`src/cmpev_pkg.sv`:
```
// Purpose: Shared constants and carrier types for the comparator event and reference control block
// Assumes: AXI4-Lite register access, 32-bit data, byte addresses
// Notes: Printed offsets are not word aligned, so they are kept as indices and the byte address is index times four

package cmpev_pkg;

	// ----------------------------------------
	// Register indices and bus address width
	// ----------------------------------------
	localparam logic [11:0] IDX_LADDER_CTRL = 12'hf53;
	localparam logic [11:0] IDX_CMP_CTRL1 = 12'hfd2;
	localparam logic [11:0] IDX_CMP_CTRL2 = 12'hfd1;
	localparam logic [11:0] IDX_OUT_STATUS = 12'hf70;
	localparam logic [11:0] IDX_CORE_IRQ = 12'hff2;
	localparam logic [11:0] IDX_PERIPH_FLAGS2 = 12'hfa1;
	localparam logic [11:0] IDX_PERIPH_EN2 = 12'hfa0;
	localparam logic [11:0] IDX_PERIPH_PRIO2 = 12'hfa2;
	localparam logic [11:0] IDX_SLEEP_CTRL = 12'hf00;
	localparam int ADDR_W = 14;

	// ----------------------------------------
	// Field positions
	// ----------------------------------------
	localparam int CC_ON = 7;
	localparam int CC_OUT_EN = 6;
	localparam int CC_INVERT = 5;
	localparam int CC_EDGE_HI = 4;
	localparam int CC_EDGE_LO = 3;
	localparam int CC_REF_SEL = 2;
	localparam int LC_POWER = 7;
	localparam int LC_PIN_DRIVE = 6;
	localparam int LC_RANGE = 5;
	localparam int LC_CODE_HI = 3;
	localparam int IC_GLOBAL = 7;
	localparam int IC_PERIPH = 6;
	localparam int PF_CMP1 = 5;
	localparam int PF_CMP2 = 6;
	localparam int NUM_CMP = 2;

	// ----------------------------------------
	// Reset values
	// ----------------------------------------
	localparam logic [7:0] RST_CMP_CTRL = 8'h1f;
	localparam logic [7:0] RST_LADDER_CTRL = 8'h00;
	localparam logic [7:0] RST_ZERO = 8'h00;
	localparam logic [7:0] FLAG_MASK = 8'h60;

	// ----------------------------------------
	// Event edge select codes
	// ----------------------------------------
	localparam logic [1:0] EDGE_NONE = 2'h0;
	localparam logic [1:0] EDGE_RISE = 2'h1;
	localparam logic [1:0] EDGE_FALL = 2'h2;
	localparam logic [1:0] EDGE_ANY = 2'h3;

	// ----------------------------------------
	// AXI responses
	// ----------------------------------------
	localparam logic [1:0] RESP_OKAY = 2'h0;
	localparam logic [1:0] RESP_SLVERR = 2'h2;

	typedef struct packed {
		logic on;
		logic outEn;
		logic invert;
		logic [1:0] edgeSel;
		logic refSel;
		logic [1:0] channel;
	} cmpev_cmp_ctrl_type;

	typedef struct packed {
		logic powerOn;
		logic pinDrive;
		logic rangeSel;
		logic reserved;
		logic [3:0] levelCode;
	} cmpev_ladder_ctrl_type;

endpackage : cmpev_pkg

```
`src/cmpev_edge_detect.sv`:
```
// Purpose: Synchronise one raw comparator result, apply inversion and raise an event pulse
// Assumes: Raw result is asynchronous to clk
// Notes: Sync stage one feeds only sync stage two

`timescale 1ns/100ps

module cmpev_edge_detect
	import cmpev_pkg::*;
(
	input wire logic clk,
	input wire logic rst,
	input wire logic rawResult,
	input wire logic enable,
	input wire logic invert,
	input wire logic [1:0] edgeSel,
	output logic result,
	output logic eventPulse
);

	logic sync1_ff, sync2_ff, prev_ff;
	logic nxt_sync1, nxt_sync2, nxt_prev;
	logic adjusted;
	logic rise, fall;

	always_comb begin
		nxt_sync1 = rawResult;
		nxt_sync2 = sync1_ff;
		// A disabled comparator reads as its invert bit: low, or high when inverted
		adjusted = (sync2_ff & enable) ^ invert;
		nxt_prev = adjusted;
	end

	always_ff @(posedge clk or posedge rst) begin
		if (rst) begin
			sync1_ff <= 1'b0;
			sync2_ff <= 1'b0;
			prev_ff <= 1'b0;
		end else begin
			sync1_ff <= nxt_sync1;
			sync2_ff <= nxt_sync2;
			prev_ff <= nxt_prev;
		end
	end

	always_comb begin
		rise = adjusted & ~prev_ff;
		fall = ~adjusted & prev_ff;
		case (edgeSel)
			EDGE_RISE: eventPulse = rise;
			EDGE_FALL: eventPulse = fall;
			EDGE_ANY: eventPulse = rise | fall;
			default: eventPulse = 1'b0;
		endcase
	end

	assign result = prev_ff;

endmodule : cmpev_edge_detect

```
`src/cmpev_axil_slave.sv`:
```
// Purpose: AXI4-Lite slave front end turning bus transfers into single-cycle register strobes
// Assumes: One write and one read under way at a time
// Notes: Write answer three cycles after both channels are taken, two when byte lane 0 is off; read answer one cycle after address

`timescale 1ns/100ps

module cmpev_axil_slave
	import cmpev_pkg::*;
(
	input wire logic clk,
	input wire logic rst,
	input wire logic [ADDR_W-1:0] s_axi_awaddr,
	input wire logic s_axi_awvalid,
	output logic s_axi_awready,
	input wire logic [31:0] s_axi_wdata,
	input wire logic [3:0] s_axi_wstrb,
	input wire logic s_axi_wvalid,
	output logic s_axi_wready,
	output logic [1:0] s_axi_bresp,
	output logic s_axi_bvalid,
	input wire logic s_axi_bready,
	input wire logic [ADDR_W-1:0] s_axi_araddr,
	input wire logic s_axi_arvalid,
	output logic s_axi_arready,
	output logic [31:0] s_axi_rdata,
	output logic [1:0] s_axi_rresp,
	output logic s_axi_rvalid,
	input wire logic s_axi_rready,
	output logic wrStrobe,
	output logic [11:0] wrIndex,
	output logic [7:0] wrData,
	input wire logic wrHit,
	output logic [11:0] rdIndex,
	input wire logic [7:0] rdData,
	input wire logic rdHit
);

	logic awHeld_ff, wHeld_ff, bvalid_ff, rvalid_ff, wrStrobe_ff;
	logic nxt_awHeld, nxt_wHeld, nxt_bvalid, nxt_rvalid, nxt_wrStrobe;
	logic [11:0] awIdx_ff, nxt_awIdx;
	logic [7:0] wData_ff, nxt_wData;
	logic wLane_ff, nxt_wLane;
	logic [1:0] bresp_ff, nxt_bresp, rresp_ff, nxt_rresp;
	logic [31:0] rdata_ff, nxt_rdata;

	// ----------------------------------------
	// Write path
	// ----------------------------------------
	always_comb begin
		s_axi_awready = ~awHeld_ff & ~bvalid_ff & ~wrStrobe_ff;
		s_axi_wready = ~wHeld_ff & ~bvalid_ff & ~wrStrobe_ff;
		nxt_awHeld = awHeld_ff;
		nxt_wHeld = wHeld_ff;
		nxt_awIdx = awIdx_ff;
		nxt_wData = wData_ff;
		nxt_wLane = wLane_ff;
		nxt_wrStrobe = 1'b0;
		nxt_bvalid = bvalid_ff;
		nxt_bresp = bresp_ff;
		if (s_axi_awvalid && s_axi_awready) begin
			nxt_awHeld = 1'b1;
			nxt_awIdx = s_axi_awaddr[ADDR_W-1:2];
		end
		if (s_axi_wvalid && s_axi_wready) begin
			nxt_wHeld = 1'b1;
			nxt_wData = s_axi_wdata[7:0];
			nxt_wLane = s_axi_wstrb[0];
		end
		if (awHeld_ff && wHeld_ff) begin
			nxt_awHeld = 1'b0;
			nxt_wHeld = 1'b0;
			nxt_wrStrobe = wLane_ff;
		end
		if (wrStrobe_ff || (awHeld_ff && wHeld_ff && !wLane_ff)) begin
			nxt_bvalid = 1'b1;
		end
		if (wrStrobe_ff) begin
			nxt_bresp = wrHit ? RESP_OKAY : RESP_SLVERR;
		end else if (awHeld_ff && wHeld_ff && !wLane_ff) begin
			nxt_bresp = RESP_OKAY;
		end
		if (bvalid_ff && s_axi_bready) begin
			nxt_bvalid = 1'b0;
		end
	end

	always_ff @(posedge clk or posedge rst) begin
		if (rst) begin
			awHeld_ff <= 1'b0;
			wHeld_ff <= 1'b0;
			awIdx_ff <= 12'h000;
			wData_ff <= 8'h00;
			wLane_ff <= 1'b0;
			wrStrobe_ff <= 1'b0;
			bvalid_ff <= 1'b0;
			bresp_ff <= RESP_OKAY;
		end else begin
			awHeld_ff <= nxt_awHeld;
			wHeld_ff <= nxt_wHeld;
			awIdx_ff <= nxt_awIdx;
			wData_ff <= nxt_wData;
			wLane_ff <= nxt_wLane;
			wrStrobe_ff <= nxt_wrStrobe;
			bvalid_ff <= nxt_bvalid;
			bresp_ff <= nxt_bresp;
		end
	end

	assign wrStrobe = wrStrobe_ff;
	assign wrIndex = awIdx_ff;
	assign wrData = wData_ff;
	assign s_axi_bvalid = bvalid_ff;
	assign s_axi_bresp = bresp_ff;

	// ----------------------------------------
	// Read path
	// ----------------------------------------
	assign rdIndex = s_axi_araddr[ADDR_W-1:2];

	always_comb begin
		s_axi_arready = ~rvalid_ff;
		nxt_rvalid = rvalid_ff;
		nxt_rdata = rdata_ff;
		nxt_rresp = rresp_ff;
		if (s_axi_arvalid && s_axi_arready) begin
			nxt_rvalid = 1'b1;
			nxt_rdata = {24'h000000, rdData};
			nxt_rresp = rdHit ? RESP_OKAY : RESP_SLVERR;
		end else if (rvalid_ff && s_axi_rready) begin
			nxt_rvalid = 1'b0;
		end
	end

	always_ff @(posedge clk or posedge rst) begin
		if (rst) begin
			rvalid_ff <= 1'b0;
			rdata_ff <= 32'h00000000;
			rresp_ff <= RESP_OKAY;
		end else begin
			rvalid_ff <= nxt_rvalid;
			rdata_ff <= nxt_rdata;
			rresp_ff <= nxt_rresp;
		end
	end

	assign s_axi_rvalid = rvalid_ff;
	assign s_axi_rdata = rdata_ff;
	assign s_axi_rresp = rresp_ff;

endmodule : cmpev_axil_slave

```
`src/cmpev_top.sv`:
```
// Purpose: Comparator event flags, interrupt gating and reference ladder control behind AXI4-Lite
// Assumes: Raw comparator results arrive asynchronously; sleep is signalled by the core
// Notes: Analog parts sit outside; this block drives their control levels
//
// The AXI4-Lite slave port was decided locally.

`timescale 1ns/100ps

module cmpev_top
	import cmpev_pkg::*;
#(
	parameter int NCMP = NUM_CMP
) (
	input wire logic clk,
	input wire logic rst,
	input wire logic [ADDR_W-1:0] s_axi_awaddr,
	input wire logic s_axi_awvalid,
	output logic s_axi_awready,
	input wire logic [31:0] s_axi_wdata,
	input wire logic [3:0] s_axi_wstrb,
	input wire logic s_axi_wvalid,
	output logic s_axi_wready,
	output logic [1:0] s_axi_bresp,
	output logic s_axi_bvalid,
	input wire logic s_axi_bready,
	input wire logic [ADDR_W-1:0] s_axi_araddr,
	input wire logic s_axi_arvalid,
	output logic s_axi_arready,
	output logic [31:0] s_axi_rdata,
	output logic [1:0] s_axi_rresp,
	output logic s_axi_rvalid,
	input wire logic s_axi_rready,
	input wire logic [NCMP-1:0] comparatorRaw,
	input wire logic sleepActive,
	input wire logic pinDirectionIn,
	output logic [NCMP-1:0] comparatorOn,
	output logic [NCMP-1:0] comparatorPinOut,
	output logic [NCMP-1:0] comparatorPinOutEn,
	output logic [NCMP-1:0] comparatorRefSel,
	output logic [2*NCMP-1:0] comparatorChannel,
	output logic ladderPowerOn,
	output logic ladderRangeSel,
	output logic [3:0] ladderLevelCode,
	output logic ladderPinDrive,
	output logic refPinInputEn,
	output logic [7:0] ladderTapNum,
	output logic [7:0] ladderTapDen,
	output logic irqRequest,
	output logic wakeRequest,
	output logic [NCMP-1:0] comparatorEventFlag,
	output logic [7:0] comparatorOutputStatus
);

	// ----------------------------------------
	// Bus front end
	// ----------------------------------------
	logic wrStrobe, wrHit, rdHit;
	logic [11:0] wrIndex, rdIndex;
	logic [7:0] wrData, rdData;

	cmpev_axil_slave u_slave (
		.clk(clk),
		.rst(rst),
		.s_axi_awaddr(s_axi_awaddr),
		.s_axi_awvalid(s_axi_awvalid),
		.s_axi_awready(s_axi_awready),
		.s_axi_wdata(s_axi_wdata),
		.s_axi_wstrb(s_axi_wstrb),
		.s_axi_wvalid(s_axi_wvalid),
		.s_axi_wready(s_axi_wready),
		.s_axi_bresp(s_axi_bresp),
		.s_axi_bvalid(s_axi_bvalid),
		.s_axi_bready(s_axi_bready),
		.s_axi_araddr(s_axi_araddr),
		.s_axi_arvalid(s_axi_arvalid),
		.s_axi_arready(s_axi_arready),
		.s_axi_rdata(s_axi_rdata),
		.s_axi_rresp(s_axi_rresp),
		.s_axi_rvalid(s_axi_rvalid),
		.s_axi_rready(s_axi_rready),
		.wrStrobe(wrStrobe),
		.wrIndex(wrIndex),
		.wrData(wrData),
		.wrHit(wrHit),
		.rdIndex(rdIndex),
		.rdData(rdData),
		.rdHit(rdHit)
	);

	// ----------------------------------------
	// Register state
	// ----------------------------------------
	cmpev_cmp_ctrl_type cmpCtrl_ff [NCMP];
	cmpev_cmp_ctrl_type nxt_cmpCtrl [NCMP];
	cmpev_ladder_ctrl_type ladder_ff, nxt_ladder;
	logic [7:0] coreIrq_ff, nxt_coreIrq;
	logic [7:0] periphFlags_ff, nxt_periphFlags;
	logic [7:0] periphEn_ff, nxt_periphEn;
	logic [7:0] periphPrio_ff, nxt_periphPrio;
	logic [NCMP-1:0] result, eventPulse;

	// Flag bit for each comparator
	function automatic int flagBit(input int idx);
		flagBit = PF_CMP1 + idx;
	endfunction : flagBit

	// ----------------------------------------
	// Comparator channels
	// ----------------------------------------
	genvar g;
	generate
		for (g = 0; g < NCMP; g++) begin : g_cmp
			cmpev_edge_detect u_edge (
				.clk(clk),
				.rst(rst),
				.rawResult(comparatorRaw[g]),
				.enable(cmpCtrl_ff[g].on),
				.invert(cmpCtrl_ff[g].invert),
				.edgeSel(cmpCtrl_ff[g].edgeSel),
				.result(result[g]),
				.eventPulse(eventPulse[g])
			);
			// Keeps operating regardless of sleep; no sleep gating here
			assign comparatorOn[g] = cmpCtrl_ff[g].on;
			assign comparatorPinOut[g] = result[g];
			assign comparatorPinOutEn[g] = ~cmpCtrl_ff[g].outEn;
			assign comparatorRefSel[g] = cmpCtrl_ff[g].refSel;
			assign comparatorChannel[2*g +: 2] = cmpCtrl_ff[g].channel;
			assign comparatorEventFlag[g] = periphFlags_ff[flagBit(g)];
		end
	endgenerate

	// ----------------------------------------
	// Register writes and flag updates
	// ----------------------------------------
	function automatic logic [11:0] cmpIndex(input int idx);
		cmpIndex = (idx == 0) ? IDX_CMP_CTRL1 : IDX_CMP_CTRL2;
	endfunction : cmpIndex

	always_comb begin
		for (int i = 0; i < NCMP; i++) begin
			nxt_cmpCtrl[i] = cmpCtrl_ff[i];
		end
		nxt_ladder = ladder_ff;
		nxt_coreIrq = coreIrq_ff;
		nxt_periphFlags = periphFlags_ff;
		nxt_periphEn = periphEn_ff;
		nxt_periphPrio = periphPrio_ff;
		wrHit = 1'b0;
		// Sleep never touches control state
		if (wrStrobe) begin
			if (wrIndex == IDX_LADDER_CTRL) begin
				nxt_ladder = wrData;
				wrHit = 1'b1;
			end else if (wrIndex == IDX_CORE_IRQ) begin
				nxt_coreIrq = wrData;
				wrHit = 1'b1;
			end else if (wrIndex == IDX_PERIPH_FLAGS2) begin
				// Write zero clears, write one sets
				nxt_periphFlags = wrData;
				wrHit = 1'b1;
			end else if (wrIndex == IDX_PERIPH_EN2) begin
				nxt_periphEn = wrData;
				wrHit = 1'b1;
			end else if (wrIndex == IDX_PERIPH_PRIO2) begin
				nxt_periphPrio = wrData;
				wrHit = 1'b1;
			end else if (wrIndex == IDX_OUT_STATUS) begin
				// Read-only: write accepted and dropped
				wrHit = 1'b1;
			end
			for (int i = 0; i < NCMP; i++) begin
				if (wrIndex == cmpIndex(i)) begin
					nxt_cmpCtrl[i] = wrData;
					wrHit = 1'b1;
				end
			end
		end
		// Hardware set wins over a software clear in the same cycle
		for (int i = 0; i < NCMP; i++) begin
			if (eventPulse[i]) begin
				nxt_periphFlags[flagBit(i)] = 1'b1;
			end
		end
	end

	always_ff @(posedge clk or posedge rst) begin
		if (rst) begin
			for (int i = 0; i < NCMP; i++) begin
				cmpCtrl_ff[i] <= RST_CMP_CTRL;
			end
			ladder_ff <= RST_LADDER_CTRL;
			coreIrq_ff <= RST_ZERO;
			periphFlags_ff <= RST_ZERO;
			periphEn_ff <= RST_ZERO;
			periphPrio_ff <= RST_ZERO;
		end else begin
			for (int i = 0; i < NCMP; i++) begin
				cmpCtrl_ff[i] <= nxt_cmpCtrl[i];
			end
			ladder_ff <= nxt_ladder;
			coreIrq_ff <= nxt_coreIrq;
			periphFlags_ff <= nxt_periphFlags;
			periphEn_ff <= nxt_periphEn;
			periphPrio_ff <= nxt_periphPrio;
		end
	end

	// ----------------------------------------
	// Register reads
	// ----------------------------------------
	always_comb begin
		rdData = 8'h00;
		rdHit = 1'b1;
		if (rdIndex == IDX_LADDER_CTRL) begin
			rdData = ladder_ff;
		end else if (rdIndex == IDX_CORE_IRQ) begin
			rdData = coreIrq_ff;
		end else if (rdIndex == IDX_PERIPH_FLAGS2) begin
			rdData = periphFlags_ff;
		end else if (rdIndex == IDX_PERIPH_EN2) begin
			rdData = periphEn_ff;
		end else if (rdIndex == IDX_PERIPH_PRIO2) begin
			rdData = periphPrio_ff;
		end else if (rdIndex == IDX_OUT_STATUS) begin
			rdData = comparatorOutputStatus;
		end else if (rdIndex == IDX_CMP_CTRL1) begin
			rdData = cmpCtrl_ff[0];
		end else if (rdIndex == IDX_CMP_CTRL2) begin
			rdData = cmpCtrl_ff[NCMP-1];
		end else begin
			rdHit = 1'b0;
		end
	end

	always_comb begin
		comparatorOutputStatus = 8'h00;
		comparatorOutputStatus[NCMP-1:0] = result;
	end

	// ----------------------------------------
	// Interrupt gating and wake
	// ----------------------------------------
	logic [NCMP-1:0] enabledFlags;

	always_comb begin
		for (int i = 0; i < NCMP; i++) begin
			enabledFlags[i] = periphFlags_ff[flagBit(i)] & periphEn_ff[flagBit(i)];
		end
		// Flags still set above whatever the enables say
		irqRequest = (|enabledFlags) & coreIrq_ff[IC_PERIPH] & coreIrq_ff[IC_GLOBAL];
		// Wake ignores the global enable, as a core usually resumes without vectoring
		wakeRequest = sleepActive & (|enabledFlags) & coreIrq_ff[IC_PERIPH];
	end

	// ----------------------------------------
	// Reference ladder
	// ----------------------------------------
	// Ladder runs on its own bit only, comparators play no part
	assign ladderPowerOn = ladder_ff.powerOn;
	assign ladderRangeSel = ladder_ff.rangeSel;
	assign ladderLevelCode = ladder_ff.levelCode;
	assign ladderPinDrive = ladder_ff.pinDrive;
	// Pin drive forces the shared pin off its digital direction
	assign refPinInputEn = pinDirectionIn & ~ladder_ff.pinDrive;

	// Reference as a fraction of supply: num/den
	always_comb begin
		if (!ladder_ff.powerOn) begin
			ladderTapNum = 8'h00;
			ladderTapDen = 8'h01;
		end else if (ladder_ff.rangeSel) begin
			ladderTapNum = {4'h0, ladder_ff.levelCode};
			ladderTapDen = 8'h18;
		end else begin
			ladderTapNum = 8'h08 + {4'h0, ladder_ff.levelCode};
			ladderTapDen = 8'h20;
		end
	end

endmodule : cmpev_top

```
`config.mk`:
```
export PLATFORM = sky130hd
export DESIGN_NAME = cmpev_top
export DESIGN_NICKNAME = d
export VERILOG_FILES = /design/src/cmpev_pkg.sv /design/src/cmpev_edge_detect.sv /design/src/cmpev_axil_slave.sv /design/src/cmpev_top.sv
export SDC_FILE = /design/constraint.sdc
export NUM_CORES = 1
export LEC_CHECK = 0
export ABC_AREA = 1
export BUFFER_PORTS_ARGS = -buffer_cell sky130_fd_sc_hd__buf_2
export CAP_MARGIN = 20
export CORE_MARGIN = 2
export CORE_UTILIZATION = 34
export DETAILED_ROUTE_END_ITERATION = 8
export GPL_TIMING_DRIVEN = 0
export HOLD_SLACK_MARGIN = 0.1
export PLACE_DENSITY = 0.54
export SKIP_LAST_GASP = 1
export SYNTH_ARGS = -nofsm -noshare
export SYNTH_HDL_FRONTEND = slang
export SYNTH_SLANG_ARGS = --single-unit
export TNS_END_PERCENT = 1
```
`constraint.sdc`:
```
create_clock -name clk -period 3.1 [get_ports clk]
set_input_delay 0 -clock clk [delete_from_list [all_inputs] [get_ports clk]]
set_output_delay 0 -clock clk [all_outputs]
set_load 0.005 [all_outputs]
```
==> flow_metrics.py, run 1 <==
metrics = {
    "sta": {
        "fin_setup_tns_ns": 0,
        "clock_skew_ns": 0.00690,
        "hold_viol": 0,
        "setup_viol": 0,
        "max_freq_mhz": 551,
        "rsz0062_at_grt": "no",
        "min_period_ns": 1.81,
        "final-max-slew-violation-count": 0,
        "fin_crit_sh_pct": 58.5,
    },
    "die": {
        "row_count": 45,
        "die_h_um": 129,
        "dieArea_mm2": 0.0167,
        "fp.coreArea_mm2": 0.0153,
        "start_util_pct": 34.9,
        "io_pins": 164,
        "die_w_um": 129,
    },
    "yosys": {
        "synth_edf_count": 0,
        "synth.avg_cell_area_um2": 8.40,
        "synthDistinctLibCells": 42,
        "synth.largest_area_cell": "dfrtp_1",
        "ys_ff_latch": 98,
        "synth_seq_area_share_pct": 46.3,
        "synth_most_common_cell": "nand2_1",
        "syn_area_mm2": 0.00532,
        "synth_top_cell_area_share_pct": 41.4,
        "ys_async_sr_fraction_pct": 100,
        "synthTopCellsByCount": "nand2_1 (138), dfrtp_1 (88), inv_1 (73)",
        "synth_area_leaders": "dfrtp_1 (41%), nand2_1 (9.7%), buf_4 (8.5%)",
        "ys_warn_count": 0,
        "ys.flop_type": "dfrtp_1",
        "syn-instance-count": 634,
    },
    "global_route": {
        "grt_start_max_net_pins": 71,
        "grt_pass1_wl_um": 21300,
        "grt_usage_pct": 16.3,
        "grt_pass1_vias": 4237,
        "antenna_found_initial": 0,
        "gr-total-overflow": 0,
    },
    "place": {
        "io_buffer_count": 93,
        "dp_hpwl_um": 10100,
        "dp_cells": 977,
        "place.gp.congestion": 0.824,
    },
    "clocking": {
        "post_cts_buffers": 0,
        "cts-htree-levels": 3,
        "ctsHoldBuffers": 26,
        "post_cts_resized": 0,
        "clk_latency_ns": 0.35,
        "numClockSinks": 98,
        "cts_buffers": 9,
        "cts_tree": "built",
        "path_clk_slew_ns": 0.07,
        "cts_root_buffer": "clkbuf_16",
        "cts_buffer_depth": 2,
    },
    "layout": {
        "nets": 883,
        "post-route-util_pct": 44.4,
        "layout.cells.non_filler": 1019,
        "diodes": 0,
        "areaGrowthSynthToFinish_pct": 27.3,
        "layout-drive-gt1-share_pct": 29.8,
    },
    "power_and_ir_drop": {
        "leakagePower_nw": 3.45,
        "cellPowerDensity_mw_per_mm2": 527,
        "peakVddDrop_mv": 0.526,
    },
    "run": {
        "cap_violations": 0,
    },
    "worst_hold_path": {
        "holdPathEnd": "u_slave.wrIndex[9]",
        "min_path_cells": 3,
        "hold_class": "in2reg",
        "hold_start": "s_axi_awvalid",
    },
    "route": {
        "dr_wl_met2_um": 6300,
        "dr.pass1.iters": 5,
        "wirelength_um": 13200,
        "vias": 4537,
        "via_per_inst": 4.45,
        "routedWlPerCell_um": 13.0,
        "first_iter_violations": 224,
        "wl_met1_um": 6200,
        "route.detailed.drc": 0,
        "final_antenna_net_count": 0,
        "wl_met3_um": 610,
        "top_layer": "met4",
    },
    "critical_path": {
        "cp_max_fo": 4,
        "rr_startpoint": "comparatorOn[1]",
        "endpoint_kind": "flop",
        "cp_data_arrival_time_ns": 2.02,
        "r2r-end": "periphFlags_ff[6]",
        "cp-start-kind": "flop",
        "ff2ff_setup_slack_ns": 1.29,
        "worst-r2r-cell-count": 8,
        "critPathKind": "reg2reg",
        "required_ns": 3.30,
    },
    "run_status": {
        "outcome": "complete, no violations",
    },
}
-- worst max path at each step --
stage / end / from / cells after the start / slack, ns
after floorplan: cmpCtrl_ff[13] / rst / 1 / 0.55
after global placement: u_slave.s_axi_rdata[2] / rst / 2 / -0.62
after detailed placement: cmpCtrl_ff[6] / u_slave.wrIndex[11] / 6 / 1.28
after CTS: cmpCtrl_ff[6] / u_slave.wrIndex[11] / 6 / 1.28
after global routing: ladderRangeSel / u_slave.wrIndex[11] / 7 / 1.09
final: periphFlags_ff[6] / comparatorOn[1] / 8 / 1.29
-- state kept, by name, indices dropped and copies added, names as in the netlist, 4 cells and up --
| name | flops |
|---|---|
| u_slave.s_axi_rdata | 8 |
| comparatorChannel | 4 |
| u_slave.wrIndex | 12 |
| periphEn_ff | 8 |
| cmpCtrl_ff | 8 |
| periphFlags_ff | 8 |
| coreIrq_ff | 8 |
| u_slave.wrData | 8 |
| ladderLevelCode | 4 |
| periphPrio_ff | 8 |
-- metal layers --
metal	vias up	track usage [%]
met5	-	0
met1	2109	21.3
met2	126	27.8
met4	0	3.26
met3	8	3.96
li1	2294	-
-- metrics by stage --
step	worst slack [ns]	power (W)	area [um2]	hold slack (ns)
5_1_grt	1.09	0.00379	6780	0.124
6_report	1.29	0.00357	6780	0.105
2_1_floorplan	0.554	0.00217	5470	0.0314
4_1_cts	1.28	0.00362	6780	0.109
3_3_place_gp	-0.621	0.00244	6200	0.112
3_5_place_dp	1.28	0.00248	6230	0.0258
-- layout by cell type, fill, tap and decap left out, types with 3 or more instances in the layout --
cell           instances
clkinvlp_4             3
dfstp_2               10
conb_1                39
nand2_1              138
clkbuf_1               5
mux2_2                10
ha_1                   5
inv_1                 72
o211ai_1               3
nand3_1               18
a21oi_1               24
or2_0                  3
nor2_2                 6
buf_4                 60
nand2_2                5
nor3_1                10
nor2_1                39
nor4_1                 3
buf_2                101
o22ai_1                3
or2_2                  5
nand3b_1               6
inv_2                  7
nand3_2                3
o21ai_0               53
dfrtp_1               88
nand4_1               21
o21ai_2                8
clkbuf_16              9
dlygate4sd3_1         26
-- final cells by class --
type	instances	area, um2
buffer	71	503
inverter	80	303
timing repair buffer	120	753
sequential	98	2460
fill	1561	8480
clock inverter	4	52.6
clock buffer	12	236
multi-input combinational	423	2200
tap	211	264
-- power breakdown --
group          switching (W)  internal [W]
sequential          0.000123       0.00148
combinational       0.000535      0.000322
clock               0.000487      0.000627
total                0.00115       0.00243
-- critical path: stages (launching register included) --
cell and delay (ns):
dfrtp_1 0.41, nand2_1 0.08, xor2_1 0.23, inv_1 0.07, ha_1 0.29, nand3_1 0.08, o221ai_1 0.21, o211ai_1 0.15
o311ai_0 0.14
-- logic make-up after synthesis --
logic type,synth area share [%]
compound gates,10.4
xor+xnor,0.329
fa+ha+maj,1.18
buf+inv,15.1
flops,46.3
mux,2.30
other cells,0.0704
simple gates,24.3
(Power assumes the default switching activity.)
==> run 2, diff against run 1 <==
--- a/config.mk
+++ b/config.mk
@@ -13,7 +13,7 @@
 export DETAILED_ROUTE_END_ITERATION = 8
 export GPL_TIMING_DRIVEN = 0
 export HOLD_SLACK_MARGIN = 0.1
-export PLACE_DENSITY = 0.54
+export PLACE_DENSITY = 0.56
 export SKIP_LAST_GASP = 1
 export SYNTH_ARGS = -nofsm -noshare
 export SYNTH_HDL_FRONTEND = slang
==> constraint.sdc (replaced) <==
create_clock -name clk -period 1.6 [get_ports clk]
set_input_delay 0 -clock clk [delete_from_list [all_inputs] [get_ports clk]]
set_output_delay 0 -clock clk [all_outputs]
set_load 0.005 [all_outputs]
==> flow_metrics.py, run 2 (synthesized netlist as in run 1, its figures left out) <==
metrics = {
    "layout": {
        "layout_common_cells": "nand2_1 (135), buf_2 (99), dfrtp_1 (88)",
        "register_area_mm2": 0.00246,
        "final_area_mm2": 0.00711,
        "fill_cells": 1546,
        "layout.cells.non_filler": 1039,
        "areaGrowthSynthToFinish_pct": 33.5,
        "final_common_cell": "nand2_1",
        "largest_reg_flops": 12,
        "nets": 903,
        "multiInputGateArea_mm2": 0.00230,
        "layout-drive-gt1-share_pct": 33.2,
        "diodes": 0,
    },
    "power_and_ir_drop": {
        "p_comb_share_pct": 25.8,
        "cellPowerDensity_mw_per_mm2": 1000,
        "peakVddDrop_mv": 0.717,
        "switching_share_pct": 32.1,
        "leakagePower_nw": 3.60,
        "p_seq_share_pct": 43.9,
        "switchingPower_w": 0.00228,
        "p_int_w": 0.00483,
        "total_power_w": 0.00711,
        "clkPwrFrac_pct": 30.3,
    },
    "clocking": {
        "cts_tree": "built",
        "clk_latency_ns": 0.35,
        "cts_buffers": 9,
        "cts-htree-levels": 3,
        "cts_root_buffer": "clkbuf_16",
        "path_clk_slew_ns": 0.06,
        "numClockSinks": 98,
        "cts_buffer_depth": 2,
    },
    "run_status": {
        "outcome": "finished, violations left",
        "violations": "negative setup slack",
    },
    "run": {
        "cap_violations": 0,
    },
    "critical_path": {
        "slowest_delay_ns": 0.35,
        "cp_max_fo": 5,
        "cp_slowest_cell": "dfrtp_1",
        "endpoint_kind": "flop",
        "cp-start-kind": "flop",
        "critPathKind": "reg2reg",
        "path_cells": "nand4_1, buf_4, nor4_4, nand3b_1, buf_6, buf_8, nand2_1, o21ai_1",
        "required_ns": 1.82,
        "cp_data_arrival_time_ns": 1.90,
        "ff2ff_setup_slack_ns": -0.08,
        "worst-r2r-cell-count": 8,
    },
    "global_route": {
        "grt_pass1_vias": 4291,
        "grt_pass1_wl_um": 21500,
        "grt_usage_pct": 16.5,
        "gr-total-overflow": 0,
        "antenna_found_initial": 0,
        "grt_start_max_net_pins": 34,
    },
    "route": {
        "routedWlPerCell_um": 12.9,
        "route.detailed.drc": 0,
        "vias": 4551,
        "wirelength_um": 13400,
        "final_antenna_net_count": 0,
        "dr.pass1.iters": 4,
        "first_iter_violations": 221,
        "via_per_inst": 4.38,
    },
    "worst_hold_path": {
        "min_path_cells": 4,
        "hold_class": "in2reg",
    },
    "sta": {
        "rsz0062_at_grt": "yes",
        "fin_crit_sh_pct": 105,
        "hold_viol": 0,
        "setup_viol": 15,
        "final-max-slew-violation-count": 0,
        "min_period_ns": 1.68,
        "tightest_slew_ns": 0.525,
        "fin_ws_ns": -0.0759,
        "max-slew-margin-rel_pct": 65.0,
        "fin_setup_tns_ns": -0.537,
        "max_freq_mhz": 597,
        "clock_skew_ns": 0.00561,
    },
    "place": {
        "io_buffer_count": 93,
        "place.gp.congestion": 0.799,
        "pre_cts_ws_ns": -0.244,
        "dp_cells": 979,
        "placed_cell_area_mm2": 0.00627,
        "dp_hpwl_um": 9970,
    },
    "die": {
        "fp.coreArea_mm2": 0.0153,
        "die_h_um": 129,
        "start_util_pct": 34.9,
        "die_w_um": 129,
        "io_pins": 164,
        "dieArea_mm2": 0.0167,
        "row_count": 45,
    },
}
run 2: cell count changes in the layout (fill, tap and decap cells not counted), moves of 3 or more:
cell / previous run / this run
buf_4: 60 / 75
o21ai_0: 53 / 45
o21ai_1: 2 / 10
buf_6: 0 / 3
nand2_1: 138 / 135
nand2_2: 5 / 8
nand3_1: 18 / 15
nor3_1: 10 / 7
nor3_2: 1 / 4
run 2: timing repair:
item                                    CTS  global route
endpoints found under the setup margin   66            74
buffers inserted                          6            10
hold buffers                             27             0
gates resized for setup                  17            28
cloned                                    0             1
hold endpoints to repair                 88             0
pin swaps                                 5            10
run 2: area by class of cell:
cell class | instances | area share (%)
Tap cell | 211 | 3.71
Inverter | 80 | 4.28
Clock buffer | 13 | 3.52
Multi-Input combinational cell | 423 | 32.4
Buffer | 71 | 7.38
Sequential cell | 98 | 34.7
Clock inverter | 3 | 0.546
Timing Repair Buffer | 140 | 13.5
run 2: path summary, 6_finish.rpt:
kind | from | to
worst min-delay path | s_axi_arvalid | u_slave.s_axi_rdata[0]
worst max-delay path | u_slave.wrIndex[11] | cmpCtrl_ff[6]
max in group asynchronous | rst | ladderLevelCode[1]
worst min register to register | g_cmp[1].u_edge.nxt_sync2 | g_cmp[1].u_edge.sync2_ff
min in group asynchronous | rst | cmpCtrl_ff[14]
worst max register to register | u_slave.wrIndex[11] | cmpCtrl_ff[6]
run 2: power groups by stage:
stage	Sequential, W	Combinational, W	Clock (W)
final	0.00312	0.00183	0.00216
after global routing	0.00317	0.00207	0.00235
after CTS	0.00311	0.00180	0.00221
after detailed placement	0.00314	0.00166	0
after global placement	0.00313	0.00162	0
after floorplan	0.00309	0.00112	0
run 2: metrics by stage:
step,utilization (%),hold slack [ns]
detailed placement,41.1,0.0722
global route,46.6,0.136
CTS,45.5,0.119
global placement,40.6,0.111
finish,46.6,0.110
floorplan,-,0.0314
run 2: metal layers:
metal  vias up  global-route usage (%)  wire (um)
met5         -                       0          0
met4         0                    2.94         70
met2       120                    27.7       6440
li1       2334                       -          -
met1      2091                    22.0       6200
met3         6                    3.92        682
run 2: worst max-delay path, delay by kind of cell (launching register included):
family,cells,cell delay (ns)
compound gates,1,0.06
flops,1,0.35
simple gates,4,0.67
buf+inv,3,0.46
==> run 3, diff against run 2 <==
--- a/config.mk
+++ b/config.mk
@@ -10,10 +10,11 @@
 export CAP_MARGIN = 20
 export CORE_MARGIN = 2
 export CORE_UTILIZATION = 34
+export CTS_CLUSTER_DIAMETER = 60
 export DETAILED_ROUTE_END_ITERATION = 8
 export GPL_TIMING_DRIVEN = 0
 export HOLD_SLACK_MARGIN = 0.1
-export PLACE_DENSITY = 0.56
+export PLACE_DENSITY = 0.54
 export SKIP_LAST_GASP = 1
 export SYNTH_ARGS = -nofsm -noshare
 export SYNTH_HDL_FRONTEND = slang
==> constraint.sdc (replaced) <==
create_clock -name clk -period 1.75 [get_ports clk]
set_input_delay 0 -clock clk [delete_from_list [all_inputs] [get_ports clk]]
set_output_delay 0 -clock clk [all_outputs]
set_load 0.005 [all_outputs]
==> flow_metrics.py, run 3 (synthesized netlist as in run 1, its figures left out) <==
metrics = {
    "critical_path": {
        "cp_slowest_cell": "dfrtp_1",
        "cp-start-kind": "flop",
        "ff2ff_setup_slack_ns": 0.007,
        "cp_data_arrival_time_ns": 1.98,
        "slowest_delay_ns": 0.40,
        "rr_startpoint": "u_slave.wrIndex[7]",
        "critical-path-top-delay-family": "simple AND/OR/NAND/NOR gates",
        "cp-startpoint": "u_slave.wrIndex[7]",
        "worst-path-buf-inv": 0,
        "required_ns": 1.99,
        "cp_max_fo": 4,
        "path_cells": "or2_0, nor3_1, nand3_1, nor2_4, mux2_2",
        "endpoint_kind": "flop",
        "critPathKind": "reg2reg",
        "r2r-end": "ladderLevelCode[1]",
        "worst-r2r-cell-count": 5,
    },
    "die": {
        "die_w_um": 129,
        "io_pins": 164,
        "fp.coreArea_mm2": 0.0153,
        "die_h_um": 129,
        "start_util_pct": 34.9,
        "dieArea_mm2": 0.0167,
        "row_count": 45,
    },
    "route": {
        "via_per_inst": 4.48,
        "route.detailed.drc": 0,
        "final_antenna_net_count": 0,
        "first_iter_violations": 202,
        "dr.pass1.iters": 4,
        "wirelength_um": 13400,
        "vias": 4605,
        "routedWlPerCell_um": 13.0,
    },
    "power_and_ir_drop": {
        "switching_share_pct": 33.0,
        "peakVddDrop_mv": 0.695,
        "p_comb_share_pct": 25.5,
        "total_power_w": 0.00628,
        "leakagePower_nw": 3.51,
        "switchingPower_w": 0.00207,
        "p_seq_share_pct": 45.3,
        "clkPwrFrac_pct": 29.2,
        "cellPowerDensity_mw_per_mm2": 905,
        "p_int_w": 0.00420,
    },
    "worst_hold_path": {
        "min_path_cells": 4,
        "holdPathEnd": "u_slave.wrData[2]",
        "hold_start": "s_axi_wvalid",
        "hold_class": "in2reg",
    },
    "sta": {
        "rsz0062_at_grt": "yes",
        "setup_viol": 0,
        "clock_skew_ns": 0.00824,
        "final-max-slew-violation-count": 0,
        "min_period_ns": 1.74,
        "max_freq_mhz": 574,
        "fin_crit_sh_pct": 99.6,
        "max-slew-margin-rel_pct": 61.9,
        "fin_ws_ns": 0.00737,
        "tightest_slew_ns": 0.570,
        "hold_viol": 0,
    },
    "clocking": {
        "cts_root_buffer": "clkbuf_16",
        "cts_buffer_depth": 2,
        "cts-htree-levels": 3,
        "clk_latency_ns": 0.35,
        "cts_buffers": 9,
        "cts_tree": "built",
        "path_clk_slew_ns": 0.07,
        "numClockSinks": 98,
    },
    "place": {
        "io_buffer_count": 93,
        "dp_hpwl_um": 10300,
        "place.gp.congestion": 0.831,
        "dp_cells": 978,
        "pre_cts_ws_ns": -0.200,
        "placed_cell_area_mm2": 0.00624,
    },
    "global_route": {
        "antenna_found_initial": 0,
        "grt_usage_pct": 16.6,
        "grt_pass1_vias": 4322,
        "grt_start_max_net_pins": 42,
        "gr-total-overflow": 0,
        "grt_pass1_wl_um": 21700,
    },
    "run_status": {
        "outcome": "complete, no violations",
    },
    "layout": {
        "largest_reg_flops": 12,
        "layout-drive-gt1-share_pct": 32.2,
        "layout_common_cells": "nand2_1 (137), buf_2 (98), dfrtp_1 (88)",
        "areaGrowthSynthToFinish_pct": 30.2,
        "final_area_mm2": 0.00693,
        "layout.cells.non_filler": 1029,
        "nets": 895,
        "fill_cells": 1546,
        "final_common_cell": "nand2_1",
        "diodes": 0,
    },
    "run": {
        "cap_violations": 0,
    },
}
run 3: changes by cell type in the layout (fill, tap and decap cells not counted), moves of 3 or more:
| cell | delta |
|---|---|
| clkbuf_1 | -3 |
| nor3_2 | -3 |
| o21ai_0 | +8 |
| buf_4 | -4 |
| nor3_1 | +3 |
| o21ai_1 | -8 |
| clkinvlp_4 | +4 |
run 3: layer usage:
layer	up-vias	part of all wire [%]	GRT usage, %
met4	0	0.88	4.09
met2	122	50	28.5
met1	2158	45	21.3
li1	2317	-	-
met5	-	0	0
met3	8	4.6	3.88
run 3: how the worst max path moves through the flow:
stage	slack (ns)	cells after the start	end
3_5_place_dp	-0.20	8	periphFlags_ff[6]
5_1_grt	-0.09	8	periphFlags_ff[6]
6_report	0.007	5	ladderLevelCode[1]
3_3_place_gp	-0.08	2	u_slave.s_axi_rvalid
2_1_floorplan	0.21	8	periphFlags_ff[6]
4_1_cts	-0.09	5	comparatorChannel[0]
run 3: layout make-up:
cell class                 instances  area (um2)  share of cell area (%)
sequential                        98        2460                    35.6
multi-input combinational        423        2270                    32.7
timing repair buffer             132         848                    12.2
buffer                            71         517                    7.45
inverter                          80         304                    4.39
tap                              211         264                    3.81
clock buffer                      10         239                    3.45
clock inverter                     4        30.0                   0.433
run 3: metrics by stage:
step / util [%] / hold slack [ns] / setup TNS [ns]
floorplan: - / 0.0314 / 0
global placement: 40.6 / 0.113 / -6.21
global route: 45.4 / 0.108 / -1.73
finish: 45.4 / 0.0615 / 0
detailed placement: 40.9 / 0.0905 / -1.28
CTS: 44.5 / 0.108 / -1.43
run 3: tightest hold or removal path, cell delays in order:
cell	delay (ns)
buf_2	0.08
nand2_2	0.13
nor2_1	0.11
a21oi_1	0.04
run 3: power by group through the flow:
stage	sequential (W)	clock [W]	combinational, W
6_report	0.00284	0.00183	0.00160
5_1_grt	0.00289	0.00199	0.00181
4_1_cts	0.00283	0.00189	0.00157
3_5_place_dp	0.00288	0	0.00152
3_3_place_gp	0.00286	0	0.00146
2_1_floorplan	0.00282	0	0.00102
run 3: timing repair:
item | 4_1_cts | 5_1_grt
endpoints found under the setup margin | 26 | 66
buffers inserted | 0 | 11
hold buffers | 26 | 0
pin swaps | 0 | 6
hold endpoints to repair | 47 | 0
gates resized for setup | 2 | 20
